===== src/pwm_gen_pkg.sv =====
// three-phase pwm generator: register map, field layout, reset values, drive codes
// assumes a 16-bit register word reached through the serial register port
package pwm_gen_pkg;
  localparam int unsigned ADDR_W    = 8;
  localparam int unsigned DATA_W    = 16;
  localparam int unsigned VAL_W     = 12;
  localparam int unsigned SEL_W     = 3;
  localparam int unsigned NPH       = 3;

  // register offsets
  localparam logic [7:0] OFS_PERIOD = 8'h18;
  localparam logic [7:0] OFS_DUTY_A = 8'h19;
  localparam logic [7:0] OFS_DUTY_B = 8'h1a;
  localparam logic [7:0] OFS_DUTY_C = 8'h1b;
  localparam logic [7:0] OFS_STATE  = 8'h1c;
  localparam logic [7:0] OFS_CTRL   = 8'h1d;

  // reset values
  localparam logic [15:0] RST_DUTY   = 16'h0000;
  localparam logic [15:0] RST_STATE  = 16'h0777;
  localparam logic [15:0] RST_CTRL   = 16'h0000;
  localparam logic [11:0] RST_PERIOD = 12'h000;

  // field positions
  localparam int unsigned PAR_BIT     = 15;
  localparam int unsigned SEL_A_LSB   = 0;
  localparam int unsigned SEL_B_LSB   = 4;
  localparam int unsigned SEL_C_LSB   = 8;
  localparam int unsigned EN_BIT      = 10;
  localparam int unsigned CMODE_LSB   = 8;
  localparam int unsigned SYNC_LSB    = 5;
  localparam int unsigned SCLK_LSB    = 2;
  localparam int unsigned ACC_LSB     = 0;

  // phase drive selector codes
  localparam logic [2:0] DRV_OFF     = 3'h0;
  localparam logic [2:0] DRV_LS_ON   = 3'h1;
  localparam logic [2:0] DRV_HS_ON   = 3'h2;
  localparam logic [2:0] DRV_LS_PWM  = 3'h5;
  localparam logic [2:0] DRV_HS_PWM  = 3'h6;
  localparam logic [2:0] DRV_COMPL   = 3'h7;

  // counter mode codes
  localparam logic [1:0] CNT_UPDOWN  = 2'h0;
  localparam logic [1:0] CNT_UP      = 2'h1;
  localparam logic [1:0] CNT_DOWN    = 2'h2;
  localparam logic [1:0] CNT_HOLD    = 2'h3;

  localparam logic [11:0] CNT_ZERO   = 12'h000;
  localparam logic [11:0] CNT_ONE    = 12'h001;
endpackage


===== src/drive_if.sv =====
// carries per-phase selector, pwm and resulting switch commands between core and decoder
// assumes one entry per phase, index 0 = phase a
`timescale 1ns/1ps
interface drive_if;
  import pwm_gen_pkg::*;
  logic [NPH-1:0][SEL_W-1:0] sel;
  logic [NPH-1:0]            pwm;
  logic [NPH-1:0]            hs;
  logic [NPH-1:0]            ls;
  modport core (output sel, output pwm, input hs, input ls);
  modport drv  (input sel, input pwm, output hs, output ls);
endinterface


===== src/three_phase_pwm_gen_regs.sv =====
// three-phase pwm generator with its duty, state, period and control registers
// assumes the serial interface decodes frames on clk and presents one-cycle strobes
`timescale 1ns/1ps
module three_phase_pwm_gen_regs
  import pwm_gen_pkg::*;
(
  input  wire logic              clk,
  input  wire logic              nrst,
  input  wire logic              serial_check_enable,
  input  wire logic              reg_wr,
  input  wire logic              reg_rd,
  input  wire logic [ADDR_W-1:0] reg_addr,
  input  wire logic [DATA_W-1:0] reg_wdata,
  output logic      [DATA_W-1:0] reg_rdata,
  output logic      [NPH-1:0]    hs_drive,
  output logic      [NPH-1:0]    ls_drive,
  output logic                   gen_active
);
  typedef struct packed {
    logic [NPH-1:0][VAL_W-1:0] duty;
    logic [NPH-1:0][SEL_W-1:0] sel;
    logic [VAL_W-1:0]          period;
    logic                      en;
    logic [1:0]                cmode;
    logic [2:0]                sync_src;
    logic [2:0]                sclk_sel;
    logic [1:0]                acc;
    logic [VAL_W-1:0]          cnt;
    logic                      down;
    logic [NPH-1:0]            hs;
    logic [NPH-1:0]            ls;
    logic [DATA_W-1:0]         rdata;
  } state_t;

  state_t st_ff;
  state_t nxt_st;
  logic [DATA_W-1:0] rd_word;
  logic [DATA_W-1:0] sel_word;
  logic [DATA_W-1:0] ctrl_word;

  drive_if dif ();

  phase_drive u_drive (
    .d (dif.drv)
  );

  // pwm level per phase; idle low while disabled
  genvar i;
  generate
    for (i = 0; i < NPH; i++) begin : g_pwm
      assign dif.sel[i] = st_ff.sel[i];
      assign dif.pwm[i] = st_ff.en && (st_ff.cnt < st_ff.duty[i]);
    end
  endgenerate

  // assembled read words; unused bits stay zero
  always_comb begin
    sel_word = '0;
    sel_word[SEL_A_LSB +: SEL_W] = st_ff.sel[0];
    sel_word[SEL_B_LSB +: SEL_W] = st_ff.sel[1];
    sel_word[SEL_C_LSB +: SEL_W] = st_ff.sel[2];
    ctrl_word = '0;
    ctrl_word[EN_BIT]           = st_ff.en;
    ctrl_word[CMODE_LSB +: 2]   = st_ff.cmode;
    ctrl_word[SYNC_LSB +: 3]    = st_ff.sync_src;
    ctrl_word[SCLK_LSB +: 3]    = st_ff.sclk_sel;
    ctrl_word[ACC_LSB +: 2]     = st_ff.acc;
    rd_word = '0;
    case (reg_addr)
      OFS_PERIOD: rd_word[VAL_W-1:0] = st_ff.period;
      OFS_DUTY_A: rd_word[VAL_W-1:0] = st_ff.duty[0];
      OFS_DUTY_B: rd_word[VAL_W-1:0] = st_ff.duty[1];
      OFS_DUTY_C: rd_word[VAL_W-1:0] = st_ff.duty[2];
      OFS_STATE:  rd_word = sel_word;
      OFS_CTRL:   rd_word = ctrl_word;
      default:    rd_word = '0; // unmapped reads as zero
    endcase
    // even parity over the whole word, so the host can check a frame
    rd_word[PAR_BIT] = serial_check_enable & (^rd_word[PAR_BIT-1:0]);
  end

  // next state: register writes, counter, registered drive outputs
  always_comb begin
    nxt_st = st_ff;
    if (reg_rd) begin
      nxt_st.rdata = rd_word;
    end
    if (reg_wr) begin
      case (reg_addr)
        OFS_PERIOD: nxt_st.period = reg_wdata[VAL_W-1:0];
        OFS_DUTY_A: nxt_st.duty[0] = reg_wdata[VAL_W-1:0];
        OFS_DUTY_B: nxt_st.duty[1] = reg_wdata[VAL_W-1:0];
        OFS_DUTY_C: nxt_st.duty[2] = reg_wdata[VAL_W-1:0];
        OFS_STATE: begin
          nxt_st.sel[0] = reg_wdata[SEL_A_LSB +: SEL_W];
          nxt_st.sel[1] = reg_wdata[SEL_B_LSB +: SEL_W];
          nxt_st.sel[2] = reg_wdata[SEL_C_LSB +: SEL_W];
        end
        OFS_CTRL: begin
          nxt_st.en       = reg_wdata[EN_BIT];
          nxt_st.cmode    = reg_wdata[CMODE_LSB +: 2];
          nxt_st.sync_src = reg_wdata[SYNC_LSB +: 3];
          nxt_st.sclk_sel = reg_wdata[SCLK_LSB +: 3];
          nxt_st.acc      = reg_wdata[ACC_LSB +: 2];
        end
        default: ;
      endcase
    end
    // counter; a disabled generator parks at zero counting up
    if (!st_ff.en) begin
      nxt_st.cnt  = CNT_ZERO;
      nxt_st.down = 1'b0;
    end else begin
      case (st_ff.cmode)
        CNT_UP: begin
          nxt_st.down = 1'b0;
          nxt_st.cnt  = (st_ff.cnt >= st_ff.period) ? CNT_ZERO : st_ff.cnt + CNT_ONE;
        end
        CNT_DOWN: begin
          nxt_st.down = 1'b1;
          nxt_st.cnt  = (st_ff.cnt == CNT_ZERO || st_ff.cnt > st_ff.period) ? st_ff.period
                                                                           : st_ff.cnt - CNT_ONE;
        end
        CNT_UPDOWN: begin
          if (!st_ff.down) begin
            if (st_ff.cnt >= st_ff.period) begin
              nxt_st.down = 1'b1;
              nxt_st.cnt  = (st_ff.cnt == CNT_ZERO) ? CNT_ZERO : st_ff.cnt - CNT_ONE;
            end else begin
              nxt_st.cnt = st_ff.cnt + CNT_ONE;
            end
          end else if (st_ff.cnt == CNT_ZERO) begin
            nxt_st.down = 1'b0;
            nxt_st.cnt  = (st_ff.period == CNT_ZERO) ? CNT_ZERO : CNT_ONE;
          end else begin
            nxt_st.cnt = st_ff.cnt - CNT_ONE;
          end
        end
        default: nxt_st.cnt = st_ff.cnt; // hold mode freezes the count
      endcase
    end
    // switch commands registered, so outputs never glitch on decode
    nxt_st.hs = dif.hs;
    nxt_st.ls = dif.ls;
  end

  // state register; reset values match the register defaults
  always_ff @(posedge clk or negedge nrst) begin
    if (!nrst) begin
      st_ff          <= '0;
      st_ff.duty     <= {NPH{RST_DUTY[VAL_W-1:0]}};
      st_ff.sel[0]   <= RST_STATE[SEL_A_LSB +: SEL_W];
      st_ff.sel[1]   <= RST_STATE[SEL_B_LSB +: SEL_W];
      st_ff.sel[2]   <= RST_STATE[SEL_C_LSB +: SEL_W];
      st_ff.period   <= RST_PERIOD;
      st_ff.en       <= RST_CTRL[EN_BIT];
      st_ff.cmode    <= RST_CTRL[CMODE_LSB +: 2];
      st_ff.sync_src <= RST_CTRL[SYNC_LSB +: 3];
      st_ff.sclk_sel <= RST_CTRL[SCLK_LSB +: 3];
      st_ff.acc      <= RST_CTRL[ACC_LSB +: 2];
      // reset selectors are complementary with pwm low, so the low sides start on
      st_ff.ls       <= '1;
    end else begin
      st_ff <= nxt_st;
    end
  end

  assign reg_rdata  = st_ff.rdata;
  assign hs_drive   = st_ff.hs;
  assign ls_drive   = st_ff.ls;
  assign gen_active = st_ff.en;
endmodule // three_phase_pwm_gen_regs


===== src/phase_drive.sv =====
// decodes each phase selector and pwm level into high- and low-side commands
// assumes the core registers the results before they leave the block
`timescale 1ns/1ps
module phase_drive
  import pwm_gen_pkg::*;
(
  drive_if.drv d
);
  genvar i;
  generate
    for (i = 0; i < NPH; i++) begin : g_ph
      // reserved codes fall to both switches off
      always_comb begin
        d.hs[i] = 1'b0;
        d.ls[i] = 1'b0;
        case (d.sel[i])
          DRV_OFF: begin
            d.hs[i] = 1'b0;
            d.ls[i] = 1'b0;
          end
          DRV_LS_ON: d.ls[i] = 1'b1;
          DRV_HS_ON: d.hs[i] = 1'b1;
          DRV_LS_PWM: d.ls[i] = d.pwm[i];
          DRV_HS_PWM: d.hs[i] = d.pwm[i];
          DRV_COMPL: begin
            d.hs[i] = d.pwm[i];
            d.ls[i] = ~d.pwm[i];
          end
          default: begin
            d.hs[i] = 1'b0;
            d.ls[i] = 1'b0;
          end
        endcase
      end
    end
  endgenerate
endmodule // phase_drive


===== config.mk =====
export PLATFORM = sky130hd
export DESIGN_NAME = three_phase_pwm_gen_regs
export DESIGN_NICKNAME = d
export VERILOG_FILES = /design/src/pwm_gen_pkg.sv /design/src/drive_if.sv /design/src/three_phase_pwm_gen_regs.sv /design/src/phase_drive.sv
export SDC_FILE = /design/constraint.sdc
export NUM_CORES = 1
export LEC_CHECK = 0
export ABC_AREA = 1
export BUFFER_PORTS_ARGS = -buffer_cell sky130_fd_sc_hd__buf_2
export CORE_ASPECT_RATIO = 0.9
export CORE_MARGIN = 2
export CORE_UTILIZATION = 52
export DETAILED_ROUTE_END_ITERATION = 7
export PLACE_DENSITY = 0.81
export SYNTH_ARGS = -nofsm -noshare
export SYNTH_HDL_FRONTEND = slang
export SYNTH_SLANG_ARGS = --single-unit
export TNS_END_PERCENT = 20

===== constraint.sdc =====
create_clock -name clk -period 2.4 [get_ports clk]
set_clock_uncertainty 0.05 [all_clocks]
set_input_delay 0.36 -clock clk [delete_from_list [all_inputs] [get_ports clk]]
set_output_delay 0.36 -clock clk [all_outputs]
set_load 0.02 [all_outputs]

# Word-level counts from Yosys, hierarchy flattened
# Index checks and enable logic that the tools add are counted.
[totals] in_bits=29 output_inout_bits=23 elab_cells=88 register_bits=100
[op_classes] bitwise=4 add_sub_neg=2 eq_ne=24 order_cmp=5 n_reduce_logical=17 n_mux=19
[ops] cell="12-bit case mux with 6 select lines" n=1
[ops] cell="12-bit 2-to-1 mux" n=5
[ops] cell="8-bit by 5-bit equality test with 1-bit output (second input constant)" n=6
[ops] cell="12-bit less-than comparator" n=3
[ops] cell="12-bit case mux with 3 select lines" n=1
[ops] cell="3-bit equality test (second input constant)" n=9
[ops] cell="13-bit 2-to-1 mux" n=2
[ops] cell="12-bit zero test" n=2
[ops] cell="15-bit parity" n=1
[ops] cell="12-bit by 1-bit adder with 12-bit output (second input constant)" n=1
[ops] cell="12-bit >= comparator" n=1
[ops] cell="12-bit > comparator" n=1
[ops] cell="1-bit case mux with 3 select lines" n=4
[ops] cell="2-bit AND reduction" n=6
[ops] cell="12-bit by 1-bit subtractor with 12-bit output (second input constant)" n=1
[ops] cell="3-bit by 1-bit equality test with 1-bit output (second input constant)" n=3
[ops] cell="3-bit by 2-bit equality test with 1-bit output (second input constant)" n=3
[ops] cell="1-bit case mux with 2 select lines" n=3
[ops] cell="2-bit OR reduction" n=3
[ops] cell="4-bit by 1-bit inequality test with 1-bit output (second input constant)" n=1
[ops] cell="1-bit logical AND" n=3
[ops] cell="1-bit 2-to-1 mux" n=3
[ops] cell="1-bit inverter" n=3
[ops] cell="2-bit by 1-bit equality test with 1-bit output (second input constant)" n=1
[ops] cell="other kinds (4)" n=4

# Longest topological paths before layout
# Gate-level depths: netlist (run 1).
[logic_depth] depth_word=6 ltp_mapped=18 ltp_nobuf=17

# By module
# A second synthesis (run 1) with hierarchy kept.
[hier_totals] cells_unflattened=972 hier_area_um2=7016.7
[modules_own_cells] mod="three_phase_pwm_gen_regs" cells_per_inst=942 area_per_inst_um2=6896.6 n_inst=1 seq_area_each_um2=2517.4
[modules_own_cells] mod="phase_drive" cells_per_inst=30 area_per_inst_um2=120.1 n_inst=1 seq_area_each_um2=0.0

# Least setup slack after synthesis (run 1)
# Ideal clock, no wire load.
[synth_path] path_kind="register to register" start="register st_ff[34] in the netlist's numbering" end="register st_ff[29] in the netlist's numbering" slack_ns=0.306 setup_time_ns=0.117 synth_period_minus_slack_ns=2.094 arrival_time_ns=1.927 stages_incl_launch_ff=13 n_path_buf=0 t_required_ns=2.233 cell_sequence="dfrtp_1 -> ha_1 -> nand2_1 -> nor4_2 -> nand2_2 -> nand2_1 -> nand2_2 -> inv_4 -> nor2_4 -> a22oi_1 -> nand2_1 -> nand2_1 -> nand2_1"
[synth_between] elab_chain_cells=6 word_cells_on_any_way=12 classes_between="2 x order compare; 8 x mux; 2 x reduce/logical"
[synth_lines] element="start: declaration" line_no="three_phase_pwm_gen_regs.sv:35" rtl="state_t st_ff;"
[synth_lines] element="start signal: assignment" line_no="three_phase_pwm_gen_regs.sv:164" rtl="st_ff <= nxt_st;"
[synth_lines] element="branches (longest 4 deep; another with 12-bit >= comparator)"
[synth_lines] element="12-bit case mux with 3 select lines *" line_no="three_phase_pwm_gen_regs.sv:114" rtl="case (st_ff.cmode)"
[synth_lines] element="13-bit 2-to-1 mux *" line_no="three_phase_pwm_gen_regs.sv:110" rtl="if (!st_ff.en) begin"
# Mark *: on every way between the ends.
# A chain may end at the register's enable or synchronous reset.

# Worst setup path after layout (run 1)
[layout_path] start="register st_ff[47] in the netlist's numbering" end="register st_ff[33] in the netlist's numbering"
[layout_between] elab_chain_cells=5 word_cells_on_any_way=9 classes_between="2 x order compare; 6 x mux; 1 x reduce/logical"
[layout_lines] element="12-bit >= comparator / 12-bit > comparator (equally long branches)" line_no="three_phase_pwm_gen_regs.sv:117, three_phase_pwm_gen_regs.sv:126, three_phase_pwm_gen_regs.sv:121"
[layout_lines] element="12-bit 2-to-1 mux / 1-bit logical OR (equally long branches)" line_no="three_phase_pwm_gen_regs.sv:126, three_phase_pwm_gen_regs.sv:121"
[layout_lines] element="13-bit 2-to-1 mux / 12-bit 2-to-1 mux (equally long branches)" line_no="three_phase_pwm_gen_regs.sv:125, three_phase_pwm_gen_regs.sv:121"
[layout_lines] element="12-bit case mux with 3 select lines *" line_no="three_phase_pwm_gen_regs.sv:114"
[layout_lines] element="13-bit 2-to-1 mux *" line_no="three_phase_pwm_gen_regs.sv:110"
# Every way passes the cells marked *; elsewhere a longest branch is shown, timed or not.

==> impl.org, run 1 <==
** Synthesis
- Synth Area in Simple Gates :: 0.307
- The cell count after synthesis came out at 989.
- The biggest area contributor in the post-synthesis netlist is sky130_fd_sc_hd__dfrtp_1.
- Counting flops with a built-in enable in the synthesized netlist gives 0.
- Most common flop cell mapped by yosys :: sky130_fd_sc_hd__dfrtp_1
- Sorting the synthesized cells by how often they occur yields 273 x sky130_fd_sc_hd__nand2_1, 119 x sky130_fd_sc_hd__inv_1, 109 x sky130_fd_sc_hd__nand3_1.
- Yosys top cell area share :: 0.312
- After synthesis, the share of cell area in mux cells is 0.
- Syn Area/Cell :: 7.13 um^2
- FFs w/ async S/R, synth :: 1.00
- Library cell with the highest instance count after synthesis :: sky130_fd_sc_hd__nand2_1
- Cell area after synthesis :: 7060 um^2
- Of the total synthesized cell area, the portion taken by full adders, half adders and majority gates is 0.0887.
- Xor-xnor portion of the synthesized cell area :: 0.0149
- Post-synthesis sequential element count :: 100
- Yosys Warn Count :: 0
- By area the synthesized netlist is led by sky130_fd_sc_hd__dfrtp_1 31%, sky130_fd_sc_hd__nand2_1 15%, sky130_fd_sc_hd__ha_1 8.9%.
- Number of distinct library cells after synthesis :: 37
- Compound-cell area share of the yosys netlist :: 0.115
- Largest family of logic cells by synthesized area :: simple AND/OR/NAND/NOR gates
- For this run, the register share of the synthesized area comes to 0.357.

** CTS
- Counting the buffers created by CTS gives 9.
- For the worst-skew pair, the clock arrives at the later sink with an insertion delay of 0.36 ns.
- TritonCTS built the clock tree.
- The clock net in this run drives a total of 100 sinks.
- Clock-pin slew was measured on the worst setup and hold paths at 0.07 ns.
- The H-tree generated during clock tree synthesis spans 3 levels.
- The cell sitting at the root of the clock tree is a sky130_fd_sc_hd__clkbuf_16.
- Maximum buffer depth of the clock tree :: 2

** Detailed routing
- Drc violations :: 0
- DRC marker count from the first detailed-route iteration :: 746
- In the final routed layout, each cell accounts on average for 15.7 um.
- Total via count in the routed design :: 6814
- Vias per cell :: 5.57
- The routed design has 19.3 mm of wire.
- The first detailed-routing pass ran for 6 iterations.
- Remaining number of nets flagged by the antenna check after routing :: 0

** Timing
- For this run, the top clock speed supported by timing is 439 MHz.
- Count of final setup violators :: 0
- Subtracting the final worst setup slack from the clock period gives 2.28 ns.
- Crit share post-route :: 0.948
- Headroom to the max-slew limit came out at 0.407.
- The final-report max-slew violation count is 0.
- Slew @ Worst Pin :: 0.886 ns
- Count of final hold-check violations :: 0

** GRT
- Vias in the first global route :: 6144
- Initial antenna violation count :: 0
- The first global-routing pass estimated 31.0 mm of wire.
- GRT Util Overall :: 0.273
- Global routing finished with a remaining overflow of 0.
- Maximum number of pins on one net before global-route repair :: 40

** Cells and area
- Compared with the post-synthesis result, the final layout area differs by 12.7%.
- Finished Cell Area :: 7950 um^2
- Share of layout cells above drive strength 1 :: 0.159
- Final net count :: 1130
- Once layout is complete, the utilization of the core stands at 0.597.
- Antenna diode instance count :: 0

** Placed design
- Total half-perimeter wirelength after legalization and detailed placement :: 14.6 mm
- Buffers placed on the I/O ports in this run total 44.
- Routability-driven placement finished with a final weighted congestion of 0.948.
- Dpl cell area :: 7530 um^2

** Setup path
- Launching element type of the critical path :: flip-flop
- Worst Setup End Kind :: flip-flop
- Data on the critical path is required at its endpoint by 2.65 ns.
- Critical Path Max Stage Delay :: 0.42 ns
- Master of the slowest instance on the critical path :: sky130_fd_sc_hd__dfrtp_2
- The most numerous cell type found on the critical path is sky130_fd_sc_hd__nand2_1.
- Along the worst path, the maximum fanout reaches 8.
- At the worst endpoint, the arrival time is 2.52 ns.
- Worst setup path class :: reg -> reg
- Traced cell by cell, the critical path runs through inv_1 > ha_1 > a21oi_2 > o21ai_0 > nand2_1 > nand2_2 > nand2_1 > nand2_4 > inv_4 > nor2_4 > nand2_1 > nand3_1 > nand2_1 > nand2_1.

** Floorplanning
- Die Y :: 115 um
- Die area :: 14500 um^2
- The initial utilization of the core area, before any placement, comes to 0.530.
- Core area :: 13300 um^2
- The die is 127 um wide.
- The floorplan has 40 rows.
- 52 I/O pins were placed.

** Run
- Number of max-capacitance violations reported :: 0

** Power
- Across the VDD grid, the largest voltage drop is 386 uV.
- The analysis attributes to cell leakage a power of 4.11 nW.
- Dividing total power by cell area gives a power density of 479 nW/um^2.

** Hold path
- Classification of the worst-slack hold path :: in -> reg

** Outcome
- Run status :: finished clean
==> cell type report <==
type                    instances  area (um^2)
well taps                     168          210
fillers                      1206         5360
clock buffers                  10          229
clock inverters                 6         47.5
repair buffers                100          671
flip-flops and latches        100         2520
inverters                     126          475
multi-input cells             714         3800
==> logic make-up (layout without fill, tap and decap cells) <==
kind of cell | after synthesis | in the layout
fa+ha+maj | 50 | 50
other cells | 1 | 3
buf+inv | 177 | 242
simple gates | 494 | 494
compound gates | 155 | 155
flops | 100 | 100
xor+xnor | 12 | 12
==> worst paths after layout <==
path	from	end	slack, ns	depth (start not counted)
setup / recovery	st_ff[47]	st_ff[33]	0.12	14
max in group asynchronous	nrst	ls_drive[1]	1.16	3
hold / removal	reg_wdata[2]	st_ff[48]	0.18	3
setup reg to reg	st_ff[47]	st_ff[33]	0.12	14
min in group asynchronous	nrst	st_ff[57]	0.47	2
hold reg to reg	dif.sel[0]	ls_drive[0]	0.43	2
==> placed cells by master (no fill, tap or decap), types with 2 or more instances in the layout <==
master	Yosys	layout
sky130_fd_sc_hd__a21boi_0	3	3
sky130_fd_sc_hd__a21oi_1	31	30
sky130_fd_sc_hd__a31oi_1	5	5
sky130_fd_sc_hd__buf_12	0	2
sky130_fd_sc_hd__buf_2	5	43
sky130_fd_sc_hd__buf_4	23	54
sky130_fd_sc_hd__clkbuf_16	0	9
sky130_fd_sc_hd__clkinv_4	0	2
sky130_fd_sc_hd__conb_1	1	3
sky130_fd_sc_hd__dfrtp_1	88	86
sky130_fd_sc_hd__dfrtp_2	0	2
sky130_fd_sc_hd__dfstp_2	12	12
sky130_fd_sc_hd__ha_1	50	47
sky130_fd_sc_hd__ha_4	0	3
sky130_fd_sc_hd__inv_1	119	114
sky130_fd_sc_hd__inv_2	5	10
sky130_fd_sc_hd__inv_6	0	2
sky130_fd_sc_hd__nand2_1	273	270
sky130_fd_sc_hd__nand2_2	8	10
sky130_fd_sc_hd__nand2_4	1	2
sky130_fd_sc_hd__nand3_1	109	109
sky130_fd_sc_hd__nand3_2	3	2
sky130_fd_sc_hd__nand4_1	17	17
sky130_fd_sc_hd__nor2_1	65	65
sky130_fd_sc_hd__nor2_4	6	7
sky130_fd_sc_hd__nor3_1	5	5
sky130_fd_sc_hd__nor4_1	3	3
sky130_fd_sc_hd__o211ai_1	5	5
sky130_fd_sc_hd__o21a_1	2	2
sky130_fd_sc_hd__o21ai_0	102	101
sky130_fd_sc_hd__o21ai_1	4	5
sky130_fd_sc_hd__o22ai_1	2	2
sky130_fd_sc_hd__xor2_1	11	11
==> per-stage QoR <==
stage	hold slack (ns)	power (mW)	setup WS [ns]	TNS, ns	instances
detailed placement	0.319	2.40	0.0554	0	1200
global placement	0.320	2.39	0.121	0	1200
finish	0.175	3.81	0.124	0	1224
global route	0.177	3.99	-0.0318	-0.0692	1224
floorplan	0.0144	2.19	0.306	0	991
CTS	0.170	3.78	0.0335	0	1217
==> worst max-delay path, delay by kind of cell (launching register included) <==
| family | cells | cell delay, ns |
|---|---|---|
| DFF | 1 | 0.42 |
| and+or+nand+nor | 9 | 0.91 |
| buffers and inverters | 2 | 0.16 |
| AOI/OAI and AO/OA | 2 | 0.31 |
| adders and majority gates | 1 | 0.34 |
==> power breakdown <==
part	internal (mW)	total, mW	switching (mW)
Combinational	0.210	0.586	0.377
Clock	0.713	1.40	0.684
Sequential	1.77	1.83	0.0632
==> registers in the layout, summed over array words and instances (netlist names) <==
| signal | cells |
|---|---|
| ctrl_word | 10 |
| dif.sel | 9 |
| gen_active | 1 |
| hs_drive | 3 |
| ls_drive | 3 |
| reg_rdata | 13 |
| st_ff | 61 |
==> per-layer routing <==
metal	share of wire	track usage	vias up
met3	0.091	0.0579	37
met2	0.45	0.426	333
met4	0.024	0.0938	0
met5	0	0	-
met1	0.44	0.380	3126
li1	-	-	3318
==> what timing repair did <==
action,CTS,global route
hold buffers,1,0
endpoints found under the hold margin,30,0
buffers inserted,0,7
endpoints found under the setup margin,0,12
gates resized for setup,0,19
No activity file was read; power rests on OpenSTA's default activity.
==> inputs of run 2 (changes only) <==
Settings changed: ABC_AREA 1 to not set, PLACE_DENSITY 0.81 to 0.82.
==> run 2 against run 1 <==
- the flow now finishes with violations (negative setup slack)
- sequential share of layout area shrank 0.34 points
- count of clock-buffer cells in the layout shrank 1
- clock power grew 5%
- via count shrank 13%
- final cell count shrank 22%
- core utilization grew 4.3 points
- first-iteration DRC count shrank 15%
- die area shrank 6.3%
- wire length grew 0.58%
- register-to-register slack lost 0.26 ns
- area after synthesis shrank 6.5%
- critical path type unchanged
- largest cell class unchanged
- highest routed layer unchanged
==> impl.org, run 2 <==
** Timing
- Final period demand of the worst path :: 2.53 ns (was 2.28 ns)
- The setup violation total in the final timing report was 13 (was 0).
- The post-route worst setup slack was -0.135 ns (was 0.124 ns).
- The smallest hold slack was 0.199 ns (was 0.175 ns).
- Setup repair after global routing could not meet its margin everywhere.
- The slew of the pin with the lowest slew margin was 0.528 ns (was 0.886 ns).
- Count of final hold-check violations :: 0 (unchanged)
- The final critical-path share of the clock period came to 1.06 (was 0.948).
- The highest clock frequency the design can meet was 395 MHz (was 439 MHz).
- Rel. slew slack :: 0.648 (was 0.407)
- The final-report max-slew violation count came to 0 (unchanged).
- The sum of negative setup slack was -0.932 ns (was 0 ns).

** Cells and area
- Commonest cells after routing, fill and taps aside :: 88 x sky130_fd_sc_hd__buf_4, 87 x sky130_fd_sc_hd__dfrtp_1, 60 x sky130_fd_sc_hd__inv_1, 50 x sky130_fd_sc_hd__nand2_1, 49 x sky130_fd_sc_hd__mux2_2 (was 270 x sky130_fd_sc_hd__nand2_1, 114 x sky130_fd_sc_hd__inv_1, 109 x sky130_fd_sc_hd__nand3_1, 101 x sky130_fd_sc_hd__o21ai_0, 86 x sky130_fd_sc_hd__dfrtp_1)
- Final net count :: 864 (was 1130)
- The ratio of cells with drive above 1 in the final layout is 0.342 (was 0.159).
- Register with the highest flop count :: st_ff (unchanged)
- # fillers :: 957 (was 1206)
- Most common cell after layout, fill and taps aside :: sky130_fd_sc_hd__buf_4 (was sky130_fd_sc_hd__nand2_1)
- Area taken by multi-input logic gates :: 3750 um^2 (was 3800 um^2)
- Sequential cell area :: 2520 um^2 (about the same)
- The area added between synthesis and finish is 21.8% (was 12.7%).
- Cell Count, Final, Fillers Out :: 955 (was 1224)
- Largest register FFs :: 61 (unchanged)

** Hold path
- Classification of the worst-slack hold path :: in -> reg (unchanged)
- Hold Path Cell Cnt :: 2 (was 3)
- The hold path startpoint is serial_check_enable (was reg_wdata[2]).
- The worst-case hold path end point was reg_rdata[15] (was st_ff[48]).

** Setup path
- Critical Path Max Stage Delay :: 0.43 ns (was 0.42 ns)
- Flop-to-flop setup slack :: -0.13 ns (was 0.12 ns)
- Terminus of the critical flop-to-flop path :: st_ff[26] (was st_ff[33])
- Master of the slowest instance on the critical path :: sky130_fd_sc_hd__dfrtp_2 (unchanged)
- The maximum net fanout on the critical path was 7 (was 8).
- The most used cell along the critical path is sky130_fd_sc_hd__o21a_1 (was sky130_fd_sc_hd__nand2_1).
- The launching point of the worst reg2reg path is st_ff[24] (was st_ff[47]).
- The critical path arrival was 2.78 ns (was 2.52 ns).
- The depth of the worst register-to-register path was 11 (was 14).
- Largest delay contributor family on the critical path :: compound AO/OA/AOI/OAI gates (was simple AND/OR/NAND/NOR gates)
- Data required time at the worst endpoint :: 2.64 ns (was 2.65 ns)
- The sort of element at the start of the critical path is a flip-flop (unchanged).
- Sum of buffers and inverters on the critical path :: 1 (was 2)
- Worst setup path class :: reg -> reg (unchanged)
- Sequence of cells on the critical path :: ha_4 > nor2b_4 > o21a_1 > o21a_1 > o31ai_2 > a21o_2 > and4_1 > buf_4 > a22oi_1 > a41oi_1 > a2111o_1 (was inv_1 > ha_1 > a21oi_2 > o21ai_0 > nand2_1 > nand2_2 > nand2_1 > nand2_4 > inv_4 > nor2_4 > nand2_1 > nand3_1 > nand2_1 > nand2_1)
- The kind of end point of the critical path is a flip-flop (unchanged).

** CTS
- Number of clock sinks :: 100 (unchanged)
- The buffer levels on the longest clock path is 2 (unchanged).
- The cell at the root of the clock tree is sky130_fd_sc_hd__clkbuf_16 (unchanged).
- CTS tree :: done (unchanged)
- The clock latency on the worst-skew pair came to 0.35 ns (was 0.36 ns).
- Clock transition at path regs :: 0.07 ns (about the same)
- Count of H-tree levels built during CTS :: 3 (unchanged)
- The TritonCTS buffer count was 9 (unchanged).

** Synthesis
- Library cell with the highest instance count after synthesis :: sky130_fd_sc_hd__dfrtp_1 (was sky130_fd_sc_hd__nand2_1)
- The dominant synthesized flop cell was sky130_fd_sc_hd__dfrtp_1 (unchanged).
- Post-synthesis sequential element count :: 100 (unchanged)
- Synthesized netlist cell count :: 687 (was 989)
- The count of flip-flops with a built-in enable after synthesis is 0 (unchanged).
- Top cells by count, synth: 88 x sky130_fd_sc_hd__dfrtp_1, 62 x sky130_fd_sc_hd__inv_1, 53 x sky130_fd_sc_hd__nand2_1 (was 273 x sky130_fd_sc_hd__nand2_1, 119 x sky130_fd_sc_hd__inv_1, 109 x sky130_fd_sc_hd__nand3_1).
- FFs w/ async S/R, synth :: 1.00 (unchanged)
- The mean instance size in the synthesized netlist is 9.60 um^2 (was 7.13 um^2).
- Post-synthesis cell type with the largest combined area :: sky130_fd_sc_hd__dfrtp_1 (unchanged)
- The share of the yosys chip area belonging to registers was 0.382 (was 0.357).
- The post-synthesis cell area came to 6600 um^2 (was 7060 um^2).
- The unique cell type count in the Yosys netlist is 61 (was 37).
- Yosys top cell area share :: 0.334 (was 0.312)
- Cell types occupying the most area after synthesis: sky130_fd_sc_hd__dfrtp_1 33%, sky130_fd_sc_hd__ha_1 9.5%, sky130_fd_sc_hd__mux2_2 8.4% (was sky130_fd_sc_hd__dfrtp_1 31%, sky130_fd_sc_hd__nand2_1 15%, sky130_fd_sc_hd__ha_1 8.9%).
- The count of yosys warnings during synthesis is 0 (unchanged).

** Detailed routing
- The via count came to 5901 (was 6814).
- Average detailed-routed wire length per instance :: 20.3 um (was 15.7 um)
- Remaining number of nets flagged by the antenna check after routing :: 0 (unchanged)
- The number of DRC violations after detailed routing came to 0 (unchanged).
- The detail-routed via count per cell is 6.18 (was 5.57).
- Wire length reported by the detailed router :: 19.4 mm (was 19.3 mm)
- DRC marker count from the first detailed-route iteration :: 631 (was 746)
- DR pass1 iterations :: 5 (was 6)

** GRT
- Initial antenna violation count :: 1 (was 0)
- The combined global-route utilization of all metal layers is 0.297 (was 0.273).
- Vias in the first global route :: 5934 (was 6144)
- The wire length of the first global-routing pass came to 31.3 mm (was 31.0 mm).
- Maximum number of pins on one net before global-route repair :: 49 (was 40)
- Congestion Overflow GR :: 0 (unchanged)

** Power
- The largest vdd supply drop was 346 uV (was 386 uV).
- The cell leakage power came to 3.99 nW (was 4.11 nW).
- Total power after layout :: 4.31 mW (was 3.81 mW)
- The power density over the cells is 536 nW/um^2 (was 479 nW/um^2).

** Placed design
- The post-placement cell count came to 934 (was 1200).
- The count of input and output buffers was 44 (unchanged).
- The global placer's final weighted congestion is 1.04 (was 0.948).
- The final HPWL from detailed placement came to 14.4 mm (was 14.6 mm).

** Floorplanning
- Number of standard-cell rows in the floorplan :: 39 (was 40)
- The I/O pin count is 52 (unchanged).
- Die Y :: 111 um (was 115 um)
- Core area :: 12500 um^2 (was 13300 um^2)
- The effective utilization at floorplan is 0.526 (was 0.530).
- Die area :: 13600 um^2 (was 14500 um^2)
- The floorplan die width is 123 um (was 127 um).

** Run
- Number of max-capacitance violations reported :: 0 (unchanged)

** Outcome
- Violations in the final reports :: negative setup slack
- Run status: complete, but fails checks (was finished clean).
[run 2: worst max path at each step]
stage | endpoint | cells past startpoint | from
after floorplan | reg_rdata[15] | 10 | reg_addr[6]
after global placement | reg_rdata[15] | 10 | reg_addr[6]
after detailed placement | reg_rdata[15] | 12 | reg_addr[6]
after CTS | st_ff[25] | 12 | st_ff[51]
after global routing | st_ff[26] | 10 | st_ff[24]
final | st_ff[26] | 11 | st_ff[24]
[run 2: layout make-up]
class | count | share of cell area
timing repair buffer | 140 | 0.128
tap | 164 | 0.0255
antenna | 1 | 0.000311
inverter | 62 | 0.0290
clock inverter | 7 | 0.00950
clock buffer | 9 | 0.0280
multi-input combinational | 472 | 0.466
sequential | 100 | 0.314
[run 2: cell families (layout without fill, tap and decap cells)]
group / count (synthesis) / in the layout / share of synthesized area
AO/OA/AOI/OAI: 180 / 180 / 0.180
AND/OR/NAND/NOR: 158 / 158 / 0.117
multiplexers: 61 / 61 / 0.115
buffers and inverters: 117 / 218 / 0.0821
flip-flops: 100 / 100 / 0.382
XOR/XNOR: 20 / 20 / 0.0288
adder cells (fa/ha/maj): 50 / 50 / 0.0948
other: 1 / 4 / 0.000568
[run 2: power by group]
| part | switching, mW | internal, mW |
|---|---|---|
| combinational | 0.561 | 0.420 |
| sequential | 0.0629 | 1.79 |
| clock | 0.727 | 0.742 |
| total | 1.35 | 2.96 |
[run 2: timing repair]
item / 4_1_cts / 5_1_grt
pin swaps: 18 / 8
hold endpoints to repair: 34 / 0
gates cloned: 1 / 0
gates resized for setup: 33 / 8
setup buffers: 2 / 0
hold buffers: 1 / 0
setup endpoints to repair: 15 / 16
[run 2: per-stage QoR]
stage,setup slack [ns],instance area (um^2),utilization
2_1_floorplan,-0.0344,6660,-
3_3_place_gp,-0.223,7500,0.598
3_5_place_dp,-0.300,7500,0.598
4_1_cts,-0.104,7990,0.637
5_1_grt,-0.230,8030,0.640
6_report,-0.135,8030,0.641
[run 2: layer usage]
metal  wire (um)  share of wire  GRT usage
met5           0              0          0
met4         467          0.024     0.0812
met3        1670          0.086     0.0612
met2        9260           0.48      0.474
met1        7980           0.41      0.409
